**config.mk**
```make
export PLATFORM = sky130hd
export DESIGN_NAME = axa_channel
export DESIGN_NICKNAME = d
export VERILOG_FILES = /design/src/rtl/axa_splitter.v /design/src/rtl/axa_channel.v
export VERILOG_INCLUDE_DIRS = /design/src /design/src/common
export SDC_FILE = /design/constraint.sdc
export NUM_CORES = 1
export LEC_CHECK = 0
export BUFFER_PORTS_ARGS = -buffer_cell sky130_fd_sc_hd__buf_4
export CAP_MARGIN = 0
export CORE_ASPECT_RATIO = 2
export CORE_MARGIN = 4
export CORE_UTILIZATION = 55
export DETAILED_ROUTE_END_ITERATION = 16
export GPL_ROUTABILITY_DRIVEN = 0
export PLACE_DENSITY = 0.81
export RECOVER_POWER = 25
export SLEW_MARGIN = 20
export SYNTH_ARGS = -nofsm -noshare
export SYNTH_HDL_FRONTEND = slang
export SYNTH_SLANG_ARGS = --single-unit
```
**constraint.sdc**
```tcl
create_clock -name clk -period 8.32 [get_ports clk]
set_input_delay 0.832 -clock clk [delete_from_list [all_inputs] [get_ports clk]]
set_output_delay 0.832 -clock clk [all_outputs]
set_load 0.03 [all_outputs]
```
**src/common/axaddr_defs.vh**
```
// Constants for the AXI4 address-channel arbiter and burst splitter.
`ifndef AXADDR_DEFS_VH
`define AXADDR_DEFS_VH

// ------------------------------------------------------------------
// Register byte offsets
// ------------------------------------------------------------------
`define AXA_OFS_CTRL 4'h0
`define AXA_OFS_RMASK 4'h4
`define AXA_OFS_STATUS 4'h8
`define AXA_OFS_PIECES 4'hc

// ------------------------------------------------------------------
// Field positions and reset values
// ------------------------------------------------------------------
`define AXA_CTRL_SPLIT_BIT 0
`define AXA_CTRL_REGION_BIT 1
`define AXA_CTRL_RESET 2'h1
`define AXA_RMASK_RESET 4'hf
`define AXA_STATUS_BUSY_BIT 0
`define AXA_STATUS_GRANT_BIT 1

// ------------------------------------------------------------------
// Protocol constants
// ------------------------------------------------------------------
`define AXA_LEN_W 8
`define AXA_QOS_W 4
`define AXA_REGION_W 4
`define AXA_REGION_DEFAULT 4'h0
`define AXA_PAGE_LSB 12
`define AXA_MAX_LEGACY_BEATS 9'h010
`define AXA_BURST_FIXED 2'h0
`define AXA_BURST_INCR 2'h1
`define AXA_BURST_WRAP 2'h2

`endif

```
**src/rtl/axa_splitter.v**
```verilog
// Burst splitter: cuts long incrementing bursts into legacy-length pieces.
`timescale 1ns/1ps
`include "axaddr_defs.vh"

module axa_splitter #(
    parameter AW = 32,
    parameter ATTR_W = 16
) (
    input wire clk, // Clock
    input wire srst, // Synchronous reset, active high
    input wire split_en, // Cut bursts above legacy length
    input wire in_valid, // New burst offered
    output wire in_ready, // Splitter idle
    input wire [AW-1:0] in_addr, // Start address
    input wire [7:0] in_len, // Beats minus one
    input wire [2:0] in_size, // Bytes per beat, log2
    input wire [1:0] in_burst, // Burst type
    input wire [ATTR_W-1:0] in_attr, // Attributes carried unchanged
    output reg m_valid_q, // Piece valid
    input wire m_ready, // Downstream accepts piece
    output reg [AW-1:0] m_addr_q, // Piece address
    output reg [7:0] m_len_q, // Piece beats minus one
    output reg [2:0] m_size_q, // Piece size
    output reg [1:0] m_burst_q, // Piece burst type
    output reg [ATTR_W-1:0] m_attr_q, // Piece attributes
    output reg m_last_q, // Final piece of the burst
    output reg busy_q // Burst in progress
);

    reg [AW-1:0] cur_q;
    reg [8:0] rem_q;
    reg [2:0] size_q;
    reg [1:0] burst_q;
    reg [ATTR_W-1:0] attr_q;
    wire slot_free;
    wire cut;
    wire [8:0] beats;
    wire [AW-1:0] next_addr;

    assign in_ready = ~busy_q;
    assign slot_free = ~m_valid_q | m_ready;
    // Only incrementing bursts get longer than the legacy limit
    assign cut = split_en && (burst_q == `AXA_BURST_INCR) &&
                 (rem_q > `AXA_MAX_LEGACY_BEATS);
    assign beats = cut ? `AXA_MAX_LEGACY_BEATS : rem_q;
    // Later pieces start size-aligned; a piece never leaves its 4 KB page
    assign next_addr = (burst_q == `AXA_BURST_INCR) ?
        (((cur_q >> size_q) + {{(AW-9){1'b0}}, beats}) << size_q) :
        cur_q;

    always @(posedge clk) begin
        if (srst) begin
            busy_q <= 1'b0;
            cur_q <= {AW{1'b0}};
            rem_q <= 9'h000;
            size_q <= 3'h0;
            burst_q <= 2'h0;
            attr_q <= {ATTR_W{1'b0}};
            m_valid_q <= 1'b0;
            m_addr_q <= {AW{1'b0}};
            m_len_q <= 8'h00;
            m_size_q <= 3'h0;
            m_burst_q <= 2'h0;
            m_attr_q <= {ATTR_W{1'b0}};
            m_last_q <= 1'b0;
        end else begin
            if (m_valid_q && m_ready) begin
                m_valid_q <= 1'b0;
            end
            if (!busy_q && in_valid) begin
                busy_q <= 1'b1;
                cur_q <= in_addr;
                // Full 1..256 beat range is kept until all are issued
                rem_q <= {1'b0, in_len} + 9'h001;
                size_q <= in_size;
                burst_q <= in_burst;
                attr_q <= in_attr;
            end else if (busy_q && slot_free) begin
                if (rem_q != 9'h000) begin
                    m_valid_q <= 1'b1;
                    m_addr_q <= cur_q;
                    m_len_q <= beats[7:0] - 8'h01;
                    m_size_q <= size_q;
                    m_burst_q <= burst_q;
                    m_attr_q <= attr_q;
                    m_last_q <= (rem_q == beats);
                    cur_q <= next_addr;
                    rem_q <= rem_q - beats;
                end else begin
                    busy_q <= 1'b0;
                end
            end
        end
    end

endmodule // axa_splitter

```
**src/rtl/axa_channel.v**
```verilog
// AXI4 address channel: QoS arbiter, region decode and burst splitter.
//
// Behaviour
// - Length field 8 bits, beats = field + 1
// - Every beat of an issued burst transferred
// - Long bursts split, attributes kept, address adjusted
// - Legacy masters accepted without conversion
// - Bridge splits long bursts into 16-beat pieces
// - Larger QoS value means more urgent
// - Zero QoS means not taking part; here a zero-QoS master still competes, ranked lowest
// - Arbiter serves larger QoS first, ordering wins
// - Each address channel carries 4-bit region
// - Region constant within aligned 4 KB page
// - Single-region slave gets default region
// - Same-ID responses across regions stay ordered
// - Unsupported regions aliased onto supported ones
// - Region only after an address decode
//
// Chosen here: the address map and the Avalon-MM register port.
`timescale 1ns/1ps
`include "axaddr_defs.vh"

module axa_channel #(
    parameter N = 2,
    parameter AW = 32,
    parameter IDW = 4,
    parameter REGION_LSB = 28
) (
    input wire clk, // Clock, 100 MHz
    input wire srst, // Synchronous reset, active high
    input wire [N-1:0] s_valid, // Per-master address valid
    output reg [N-1:0] s_ready_q, // Per-master address ready
    input wire [N*AW-1:0] s_addr, // Per-master address
    input wire [N*8-1:0] s_len, // Per-master length
    input wire [N*3-1:0] s_size, // Per-master size
    input wire [N*2-1:0] s_burst, // Per-master burst type
    input wire [N-1:0] s_lock, // Per-master exclusive flag
    input wire [N*4-1:0] s_cache, // Per-master cache attributes
    input wire [N*3-1:0] s_prot, // Per-master protection
    input wire [N*4-1:0] s_qos, // Per-master QoS
    input wire [N*IDW-1:0] s_id, // Per-master transaction ID
    output wire m_valid, // Slave address valid
    input wire m_ready, // Slave address ready
    output wire [AW-1:0] m_addr, // Slave address
    output wire [7:0] m_len, // Slave length
    output wire [2:0] m_size, // Slave size
    output wire [1:0] m_burst, // Slave burst type
    output wire m_lock, // Slave exclusive flag
    output wire [3:0] m_cache, // Slave cache attributes
    output wire [2:0] m_prot, // Slave protection
    output wire [3:0] m_qos, // Slave QoS
    output wire [3:0] m_region, // Slave region identifier
    output wire [IDW-1:0] m_id, // Slave transaction ID
    output wire m_last_piece, // Final piece of a split burst
    input wire [3:0] avs_address, // Register byte address
    input wire avs_read, // Register read
    input wire avs_write, // Register write
    input wire [31:0] avs_writedata, // Register write data
    output reg [31:0] avs_readdata_q, // Register read data
    output reg avs_waitrequest_q // Register wait, high idle
);

    localparam IDX_W = (N > 1) ? $clog2(N) : 1;
    localparam ATTR_W = IDW + 1 + 4 + 3 + 4 + 4;
    localparam ST_IDLE = 2'h0;
    localparam ST_GRANT = 2'h1;
    localparam ST_WAIT = 2'h2;

    // --------------------------------------------------------------
    // Register file
    // --------------------------------------------------------------
    reg [1:0] ctrl_q;
    reg [3:0] rmask_q;
    reg [15:0] pieces_q;
    reg [1:0] state_q;
    reg [IDX_W-1:0] sel_q;
    wire acc;
    wire busy;
    wire [ATTR_W-1:0] out_attr;

    // Answer comes one cycle after the request; read data are ready then
    assign acc = (avs_read | avs_write) & ~avs_waitrequest_q;

    function [31:0] reg_value;
        input [3:0] ofs;
        begin
            case (ofs)
                `AXA_OFS_CTRL: reg_value = {30'h0, ctrl_q};
                `AXA_OFS_RMASK: reg_value = {28'h0, rmask_q};
                `AXA_OFS_STATUS: reg_value = {30'h0,
                    state_q != ST_IDLE, busy};
                `AXA_OFS_PIECES: reg_value = {16'h0, pieces_q};
                default: reg_value = 32'h0;
            endcase
        end
    endfunction

    always @(posedge clk) begin
        if (srst) begin
            avs_waitrequest_q <= 1'b1;
            avs_readdata_q <= 32'h0;
            ctrl_q <= `AXA_CTRL_RESET;
            rmask_q <= `AXA_RMASK_RESET;
        end else begin
            avs_waitrequest_q <= ~((avs_read | avs_write) &
                avs_waitrequest_q);
            if (avs_read && avs_waitrequest_q) begin
                avs_readdata_q <= reg_value(avs_address);
            end
            if (acc && avs_write) begin
                if (avs_address == `AXA_OFS_CTRL) begin
                    ctrl_q <= avs_writedata[1:0];
                end
                if (avs_address == `AXA_OFS_RMASK) begin
                    rmask_q <= avs_writedata[3:0];
                end
            end
        end
    end

    // --------------------------------------------------------------
    // QoS arbitration
    // --------------------------------------------------------------
    reg [IDX_W-1:0] win;
    reg [3:0] best;
    reg any;
    integer i;

    // Highest QoS wins, lowest index on a tie; zero QoS ranks lowest.
    // Each master has one request at a time, so its own order holds.
    always @* begin
        win = {IDX_W{1'b0}};
        best = 4'h0;
        any = 1'b0;
        for (i = 0; i < N; i = i + 1) begin
            if (s_valid[i] && (!any || s_qos[i*4 +: 4] > best)) begin
                win = i[IDX_W-1:0];
                best = s_qos[i*4 +: 4];
                any = 1'b1;
            end
        end
    end

    // Ready is only raised for the chosen master and only while the
    // splitter is free, so a captured request is never dropped.
    wire in_ready;
    wire take;
    assign take = (state_q == ST_GRANT) && s_valid[sel_q];

    always @(posedge clk) begin
        if (srst) begin
            state_q <= ST_IDLE;
            sel_q <= {IDX_W{1'b0}};
            s_ready_q <= {N{1'b0}};
        end else begin
            case (state_q)
                ST_IDLE: begin
                    if (any && in_ready) begin
                        sel_q <= win;
                        s_ready_q <= {{(N-1){1'b0}}, 1'b1} << win;
                        state_q <= ST_GRANT;
                    end
                end
                ST_GRANT: begin
                    if (s_valid[sel_q]) begin
                        s_ready_q <= {N{1'b0}};
                        state_q <= ST_WAIT;
                    end
                end
                ST_WAIT: begin
                    state_q <= ST_IDLE;
                end
                default: begin
                    state_q <= ST_IDLE;
                    s_ready_q <= {N{1'b0}};
                end
            endcase
        end
    end

    // --------------------------------------------------------------
    // Region decode
    // --------------------------------------------------------------
    wire [AW-1:0] g_addr;
    wire [3:0] g_region;
    assign g_addr = s_addr[sel_q*AW +: AW];
    // Taken from bits at or above the page boundary, so the whole of a
    // 4 KB page shares one value; a disabled decode gives the default.
    // The mask folds unimplemented regions onto implemented ones.
    assign g_region = ctrl_q[`AXA_CTRL_REGION_BIT] ?
        (g_addr[REGION_LSB +: 4] & rmask_q) :
        `AXA_REGION_DEFAULT;

    // --------------------------------------------------------------
    // Splitter and piece count
    // --------------------------------------------------------------
    wire [ATTR_W-1:0] g_attr;
    assign g_attr = {s_id[sel_q*IDW +: IDW], s_lock[sel_q],
        s_cache[sel_q*4 +: 4], s_prot[sel_q*3 +: 3],
        s_qos[sel_q*4 +: 4], g_region};

    axa_splitter #(
        .AW(AW),
        .ATTR_W(ATTR_W)
    ) u_split (
        .clk(clk),
        .srst(srst),
        .split_en(ctrl_q[`AXA_CTRL_SPLIT_BIT]),
        .in_valid(take),
        .in_ready(in_ready),
        .in_addr(g_addr),
        .in_len(s_len[sel_q*8 +: 8]),
        .in_size(s_size[sel_q*3 +: 3]),
        .in_burst(s_burst[sel_q*2 +: 2]),
        .in_attr(g_attr),
        .m_valid_q(m_valid),
        .m_ready(m_ready),
        .m_addr_q(m_addr),
        .m_len_q(m_len),
        .m_size_q(m_size),
        .m_burst_q(m_burst),
        .m_attr_q(out_attr),
        .m_last_q(m_last_piece),
        .busy_q(busy)
    );

    // Responses for pieces return in issue order on one ID
    assign {m_id, m_lock, m_cache, m_prot, m_qos, m_region} = out_attr;

    always @(posedge clk) begin
        if (srst) begin
            pieces_q <= 16'h0;
        end else if (m_valid && m_ready) begin
            pieces_q <= pieces_q + 16'h1;
        end
    end

endmodule // axa_channel

```
-- After elaboration in Yosys (flattened, before gate mapping)
Index checks and enable logic that the tools add are counted.
- flip-flop bits (word level): 194
- logic and storage cells: 122
- $add $sub $neg: 5
- $mul: 1
- order comparisons: 3
- equality and inequality tests: 10
- shift operators: 11
- muxes and demuxes: 31
- bitwise operators: 11
- reduce and logical (&&, ||, !) cells: 29
- operators by type and width (cell ; count):
    32-bit 2-to-1 mux ; 4
    16-bit one-hot mux with 4 select lines ; 1
    64-bit by 7-bit variable part select with 32-bit output ; 1
    9-bit 2-to-1 mux ; 4
    32-bit by 9-bit adder with 32-bit output ; 1
    32-bit by 3-bit << shifter with 32-bit output ; 1
    32-bit by 3-bit >> shifter with 32-bit output ; 1
    8-bit by 4-bit variable part select with 4-bit output ; 3
    16-bit by 1-bit adder with 16-bit output, second input constant ; 1
    16-bit by 5-bit variable part select with 8-bit output ; 1
    1-bit 2-to-1 mux ; 14
    2-bit AND reduction ; 6
    6-bit by 4-bit variable part select with 3-bit output ; 2
    1-bit logical AND ; 10
    8-bit by 1-bit adder with 9-bit output, second input constant ; 1
    9-bit equality test ; 1
    9-bit by 5-bit > comparator with 1-bit output, second input constant ; 1
    3-bit AND reduction ; 3
    9-bit nonzero test ; 1
    9-bit subtractor ; 1
    4-bit equality test, second input constant ; 2
    2-bit 2-to-1 mux ; 4
    4-bit 2-to-1 mux ; 2
    2-bit nonzero test ; 4
    21 further kinds ; 31

-- Depth between registers and ports, before layout
Gate-level depths: netlist (run 1).
- depth after elaboration: 10
- mapped depth: 26
- gate-level depth less buffers: 17

-- Modules after synthesis
A second synthesis (run 1) with hierarchy kept.
- cell total of the unflattened synthesis: 1464
- area, all modules: 11970.2 µm²
- modules (own cells, without submodules) (module ; instances ; cells an instance ; area an instance (µm²) ; sequential area each (µm²)):
    axa_splitter ; 1 ; 1158 ; 9155.0 ; 2682.6
    axa_channel ; 1 ; 306 ; 2815.2 ; 880.8

-- Worst setup path before layout (run 1)
Ideal clock, no wire load.
- path kind: register to register
- start: register u_split.size_q[0]
- end: register u_split.cur_q[27]
- data arrival time: 5.739 ns
- data required time: 8.204 ns
- slack: 2.465 ns
- cell stages (with the launch flop): 25
- buffers on the path: 8
- path through: dfxtp_1 > buf_4 > buf_6 > inv_2 > buf_1 > buf_1 > clkbuf_1 > clkbuf_1 > clkbuf_1 > o211ai_1 > o21ai_0 > ha_1 > inv_1 > fa_1 > nor2b_1 > o2111ai_1 > a21o_1 > a211o_1 > or4_1 > buf_4 > nor3_2 > xor2_1 > mux2i_1 > mux4_2 > o211a_1
- cells in the longest elaborated chain, start to end: 7
- RTL lines (item ; RTL line ; text):
    from (decl) ; axa_splitter.v:32 ; reg [2:0] size_q;
    from (signal assigned) ; axa_splitter.v:75 ; size_q <= in_size;
    32-bit by 3-bit >> shifter with 32-bit output ; axa_splitter.v:48 ; (((cur_q >> size_q) + {{(AW-9){1'b0}}, beats}) << size_q) :
    32-bit by 9-bit adder with 32-bit output ; axa_splitter.v:48 ;
    32-bit by 3-bit << shifter with 32-bit output (*) ; axa_splitter.v:48 ;
    32-bit 2-to-1 mux (*) ; axa_splitter.v:47 ; assign next_addr = (burst_q == `AXA_BURST_INCR) ?
    32-bit 2-to-1 mux (*) ; axa_splitter.v:79 ; if (rem_q != 9'h000) begin
    32-bit 2-to-1 mux (*) ; axa_splitter.v:78 ; end else if (busy_q && slot_free) begin
    32-bit 2-to-1 mux (*) ; axa_splitter.v:70 ; if (!busy_q && in_valid) begin
    to (signal assigned) ; axa_splitter.v:54 ; cur_q <= {AW{1'b0}};
    to (signal assigned) ; axa_splitter.v:72 ; cur_q <= in_addr;
    to (signal assigned) ; axa_splitter.v:87 ; cur_q <= next_addr;
    to (decl) ; axa_splitter.v:30 ; reg [AW-1:0] cur_q;
Mark *: on every way between the ends. The rest lies on a longest branch, timed or not. The select of a mux whose other input is x is not followed.
A chain may end at the register's enable or synchronous reset.

-- Final worst setup path (run 1)
- start: register u_split.size_q[1]
- end: register u_split.cur_q[29]
Same word-level chain as after synthesis.

==> results of run 1 <==
[per-stage QoR]
stage | cell area [µm²] | total power (W) | setup WS (ps)
after global placement | 13170 | 0.001870 | 2711
after floorplan | 11700 | 0.001643 | 2465
final | 13600 | 0.002827 | 2469
after CTS | 13840 | 0.002817 | 2547
after detailed placement | 13170 | 0.001889 | 2601
after global routing | 13600 | 0.002945 | 2115
[worst register-to-register path, stage by stage (launching register included)]
cell and delay [ps]:
dfxtp_4 710, buf_4 680, mux2i_1 200, nand2_1 100
o21ai_0 100, o21ai_0 260, inv_1 90, fa_1 440
nor2b_1 170, o2111ai_1 150, a21o_1 230, a211o_1 370
or4_1 770, nor4b_4 470, nor3_1 90, a2111oi_0 530
o21ai_1 150, a311oi_1 250
[logic make-up (layout without fill, tap and decap cells)]
family,Yosys count,in the layout,share of synthesized area (%)
simple gates,500,500,19.53
compound gates,371,371,21.19
flops,178,178,30.60
mux,162,162,15.69
buf+inv,150,287,6.285
xor+xnor,61,61,4.652
fa+ha+maj,18,18,1.998
other cells,2,17,0.06448
[sequential cells by signal (all words and copies together) (netlist names), 2 cells and up]
| name | count |
|---|---|
| state_q | 2 |
| u_split.burst_q | 2 |
| pieces_q | 16 |
| rmask_q | 4 |
| avs_readdata_q | 16 |
| u_split.m_len_q | 8 |
| u_split.size_q | 3 |
| u_split.attr_q | 20 |
| u_split.m_size_q | 3 |
| u_split.m_burst_q | 2 |
| ctrl_q | 2 |
| u_split.rem_q | 9 |
| s_ready_q | 2 |
| u_split.m_attr_q | 20 |
| u_split.m_addr_q | 32 |
| u_split.cur_q | 32 |
[cell type report]
cell class	count	area share, %
multi-input cells	1129	54.60
clock inverters	12	1.582
flip-flops and latches	178	26.28
inverters	20	0.5612
repair buffers	235	11.15
well taps	269	2.475
clock buffers	20	3.358
[path summary, 6_finish.rpt]
path	end	start	cells after the start
min	u_split.m_attr_q[7]	u_split.m_attr_q[7]	2
max reg2reg	u_split.cur_q[29]	u_split.size_q[1]	17
max	u_split.cur_q[29]	u_split.size_q[1]	17
min reg2reg	u_split.m_attr_q[7]	u_split.m_attr_q[7]	2
[report_power, final]
part | leakage [nW] | switching, W | internal [W]
Clock | 0.326 | 0.000375 | 0.000557
Combinational | 3.43 | 0.000541 | 0.000353
Sequential | 1.45 | 0.0000965 | 0.000904
Total | 5.20 | 0.00101 | 0.00181
[layer usage]
metal,track usage (%),wire (µm),up-vias
met3,8.246,3070,180
met4,18.96,2553,0
met1,32.70,12940,5533
met5,0,0,-
li1,-,-,5436
met2,55.73,19590,601
[cells in the mapped netlist (all sizes together) (5+ instances only)]
cell type | n | area (µm²)
clkbuf | 78 | 292.8
a22oi | 18 | 135.1
nor3 | 28 | 145.1
mux2 | 34 | 382.9
dfxtp | 178 | 3563
xnor2 | 30 | 270.3
nand2b | 9 | 58.81
mux2i | 115 | 1151
nand4 | 9 | 56.30
a31oi | 9 | 56.30
nor4 | 6 | 52.55
and3 | 6 | 37.54
or3 | 7 | 48.80
o22ai | 7 | 43.79
nand3 | 50 | 250.2
o31ai | 12 | 90.09
mux4 | 13 | 292.8
nand2 | 198 | 748.2
o21ai | 52 | 264.0
buf | 52 | 362.8
a211oi | 40 | 305.3
and2 | 16 | 102.6
nor2 | 137 | 514.2
xor2 | 31 | 271.5
o211ai | 10 | 75.07
a211o | 5 | 43.79
inv | 19 | 71.31
a32oi | 5 | 62.56
a21o | 8 | 60.06
a21oi | 138 | 705.7
or2 | 7 | 43.79
ha | 17 | 212.7
o21a | 6 | 45.04
nor2b | 12 | 75.07
a221oi | 11 | 102.6
==> impl_metrics.ini, run 1 <==
[final_layout]
drive_gt1_share_pct = 18.01
area_growth_pct = 16.77
multi_input_area_mm2 = 0.007425
fin_cells = 1863
n_antenna_cell = 0
nets = 1764
mostFrequentLayoutCell = nand2_1
fin_util_pct = 64.99
seq_area_mm2 = 0.003573
n_fill_cell = 1835
final_cell_mix = nand2_1 (195), dfxtp_1 (174), buf_4 (169)

[floorplan]
io_pins = 267
die_area_mm2 = 0.02371
die_h_um = 213.8
die_x_um = 110.9
start_util_pct = 55.65
core_area_mm2 = 0.02093
rows = 75

[global_route]
overflow = 0
antenna_found_initial = 0
grtUsageTotal_pct = 31.20
grt_pass1_vias = 11268
grt_max_degree = 98
grt_pass1_wl_mm = 59.49

[cts]
worstSkewPairLatency_ps = 450
tritoncts.num_buffers = 17
clockRootBuffer = clkbuf_16
cts_resized = 0
tritoncts = built
holdBufCountCts = 0
clk_path_buf_depth = 2
cts.clk_slew.worst_paths_ps = 70
cts.sinks = 178
postCtsSetupBuffers = 0
htree_levels = 4

[setup_path]
critPathMostFrequentCell = o21ai_0
cp.arrival_ps = 6210
crit_type = flip-flop to flip-flop
cp_cell_sequence = buf_4 > mux2i_1 > nand2_1 > o21ai_0 > o21ai_0 > inv_1 > fa_1 > nor2b_1 > o2111ai_1 > a21o_1 > a211o_1 > or4_1 > nor4b_4 > nor3_1 > a2111oi_0 > o21ai_1 > a311oi_1
end_kind = flip-flop
slowest_delay_ps = 770
cp-start-kind = flip-flop
crit_required_ps = 8680
cp_max_fo = 58
critPathTopFamily = compound AO/OA/AOI/OAI gates
crit_buf_inv = 2
rrSetupSlack_ps = 2470
critPathSlowestCell = or4_1

[route]
drt-total-wl_mm = 38.15
final_antenna_net_count = 0
via_per_inst = 6.307
wl_per_cell_um = 20.48
drt_iter0_markers = 826
firstDrtPassIters = 6
vias = 11750
detail_route.drc_violations = 0

[timing]
drv_slew = 0
fin_skew_ps = 12.87
min_period_ps = 5851
finalHoldViolCount = 0
holdWs_ps = 449.6
tns_ps = 0
rsz0062_at_grt = no
max_slew_margin_pct = 34.06
fmax_mhz = 170.9
tightest_slew_ps = 975.4
period_share_pct = 70.32
setup_viol = 0

[logic_synthesis]
yosysUniqueCellTypes = 93
synth-edff-count = 0
async_reset_ff_share_pct = 0
avgSynthCellArea_um2 = 8.076
synth-seq-cells = 178
ys.flop_type = dfxtp_1
ys_warn_count = 0
syn_inst = 1442
netlist_area_mm2 = 0.01165
seq_area_frac_synth_pct = 30.60

[placement]
dpl.hpwl_mm = 27.08
place_inst = 1831
io_buffers = 222

[power_and_ir_drop]
peakVddDrop_uv = 187.3
p_leak_nw = 5.201
powerDensity_mw_per_mm2 = 207.9

[flow_run]
maxCapViolCount = 0

[min_path]
hp-class = flip-flop to flip-flop

[run_status]
status = complete, no violations
Note: power is estimated with default switching activity, not from simulation.
==> run 2, diff against run 1 <==
- clock period: 8.32 -> 5.4 ns (I/O delays scaled with it)
==> run 2 against run 1 <==
Net effect:
- the flow now finishes with violations (DRC, capacitance limit, slew limit)
- sequential power grew 53%
- core utilization grew 0.22 points
- sequential cell count is the same
- power grew 50%
- sequential share of layout area shrank 0.12 points
- worst setup slack lost 2200 ps
- design area grew 0.34%
==> impl_metrics.ini, run 2 (synthesis gave the netlist of run 1 again) <==
[run_status]
status = complete, but fails checks
violations = DRC, capacitance limit, slew limit

[global_route]
grtUsageTotal_pct = 32.02
grt_pass1_vias = 11533
overflow = 0
grt_pass1_wl_mm = 60.73
grt_max_degree = 77
antenna_found_initial = 0

[final_layout]
fin_area_mm2 = 0.01365
area_growth_pct = 17.17
nets = 1776
drive_gt1_share_pct = 18.80
reg_top3 = u_split.cur_q: 32 flops, u_split.m_addr_q: 32 flops
mostFrequentLayoutCell = nand2_1
n_antenna_cell = 0
final_cell_mix = nand2_1 (196), buf_4 (185), dfxtp_1 (175)

[timing]
holdWs_ps = 301.1
max_slew_margin_pct = -79.92
drv_slew = 100
tightest_slew_ps = 2699
finalHoldViolCount = 0
period_share_pct = 94.27
min_period_ps = 5090
rsz0062_at_grt = no
tns_ps = 0
fin_skew_ps = 10.47
fmax_mhz = 196.4
setup_viol = 0

[cts]
postCtsSetupBuffers = 0
clockRootBuffer = clkbuf_16
holdBufCountCts = 0
cts_resized = 0
cts.clk_slew.worst_paths_ps = 70
worstSkewPairLatency_ps = 450
tritoncts = built
htree_levels = 4
clk_path_buf_depth = 2
tritoncts.num_buffers = 17
cts.sinks = 178

[route]
via_per_inst = 6.313
vias = 11837
drt-total-wl_mm = 38.92
final_antenna_net_count = 0
detail_route.drc_violations = 1
wl_per_cell_um = 20.76
drt_iter0_markers = 861
firstDrtPassIters = 12

[setup_path]
rr_worst_depth = 17
crit_type = flip-flop to flip-flop
cp-start-kind = flip-flop
worstReg2RegEnd = u_split.cur_q[27]
cp_max_fo = 7
end_kind = flip-flop
crit_required_ps = 5740
cp.arrival_ps = 5430
rrSetupSlack_ps = 310
timing.rr.start = u_split.rem_q[1]

[flow_run]
maxCapViolCount = 2

[placement]
dpl.hpwl_mm = 28.31
io_buffers = 222
post_dp_cell_area_mm2 = 0.01326

[floorplan]
io_pins = 267
start_util_pct = 55.65
core_area_mm2 = 0.02093
rows = 75
die_area_mm2 = 0.02371
die_h_um = 213.8
die_x_um = 110.9

[power_and_ir_drop]
p_leak_nw = 5.246
powerDensity_mw_per_mm2 = 311.6
finalPower_w = 0.004251
peakVddDrop_uv = 250.5

[min_path]
hold_start = avs_writedata[3]
hold_depth = 3
hp-class = input pin to flip-flop
whs_endpoint = rmask_q[3]
run 2: critical path: stages (launching register included):
cell,delay (ps)
dfxtp_1,360
or3_1,430
o21ai_0,290
a21o_1,190
and2_1,170
ha_1,180
inv_1,60
fa_1,400
nor2b_1,170
o2111ai_1,160
a21o_1,230
a211o_1,310
or4_1,700
nor3_2,180
xor2_1,290
mux2i_1,160
mux4_2,490
o211a_1,210
run 2: where the power goes:
group	internal [W]	switching [W]
registers	0.00139	0.000140
logic	0.000551	0.000849
clock network	0.000706	0.000613
total	0.00265	0.00160
run 2: worst max path at each step:
| stage | start | endpoint | slack [ps] |
|---|---|---|---|
| floorplan | u_split.size_q[0] | u_split.cur_q[27] | 20 |
| global placement | u_split.rem_q[1] | u_split.cur_q[27] | 540 |
| detailed placement | u_split.rem_q[1] | u_split.cur_q[27] | 390 |
| CTS | u_split.rem_q[1] | u_split.cur_q[27] | 380 |
| global route | u_split.rem_q[1] | u_split.cur_q[27] | 100 |
| finish | u_split.rem_q[1] | u_split.cur_q[27] | 310 |
run 2: area by class of cell:
class / instances / area [µm²]
fill: 1857 / 7281
timing repair buffer: 247 / 1622
clock inverter: 15 / 193.9
sequential: 178 / 3570
inverter: 20 / 76.32
multi-input combinational: 1129 / 7422
tap: 269 / 336.6
clock buffer: 17 / 425.4
run 2: per-layer routing:
layer,vias to the layer above,part of all wire [%],GRT usage (%),routed length [µm]
met5,-,0,0,0
met4,0,6.9,20.92,2705
met3,196,7.5,7.484,2923
met2,614,52,57.80,20250
met1,5553,34,33.07,13050
li1,5474,-,-,-
run 2: per-stage QoR:
| stage | cells | worst slack, ps | utilization, % |
|---|---|---|---|
| final | 1875 | 309.6 | 65.21 |
| after global routing | 1875 | 98.60 | 65.21 |
| after CTS | 1875 | 380.1 | 66.33 |
| after detailed placement | 1843 | 394.6 | 63.37 |
| after global placement | 1843 | 541.5 | 63.37 |
| after floorplan | 1457 | 15.60 | - |
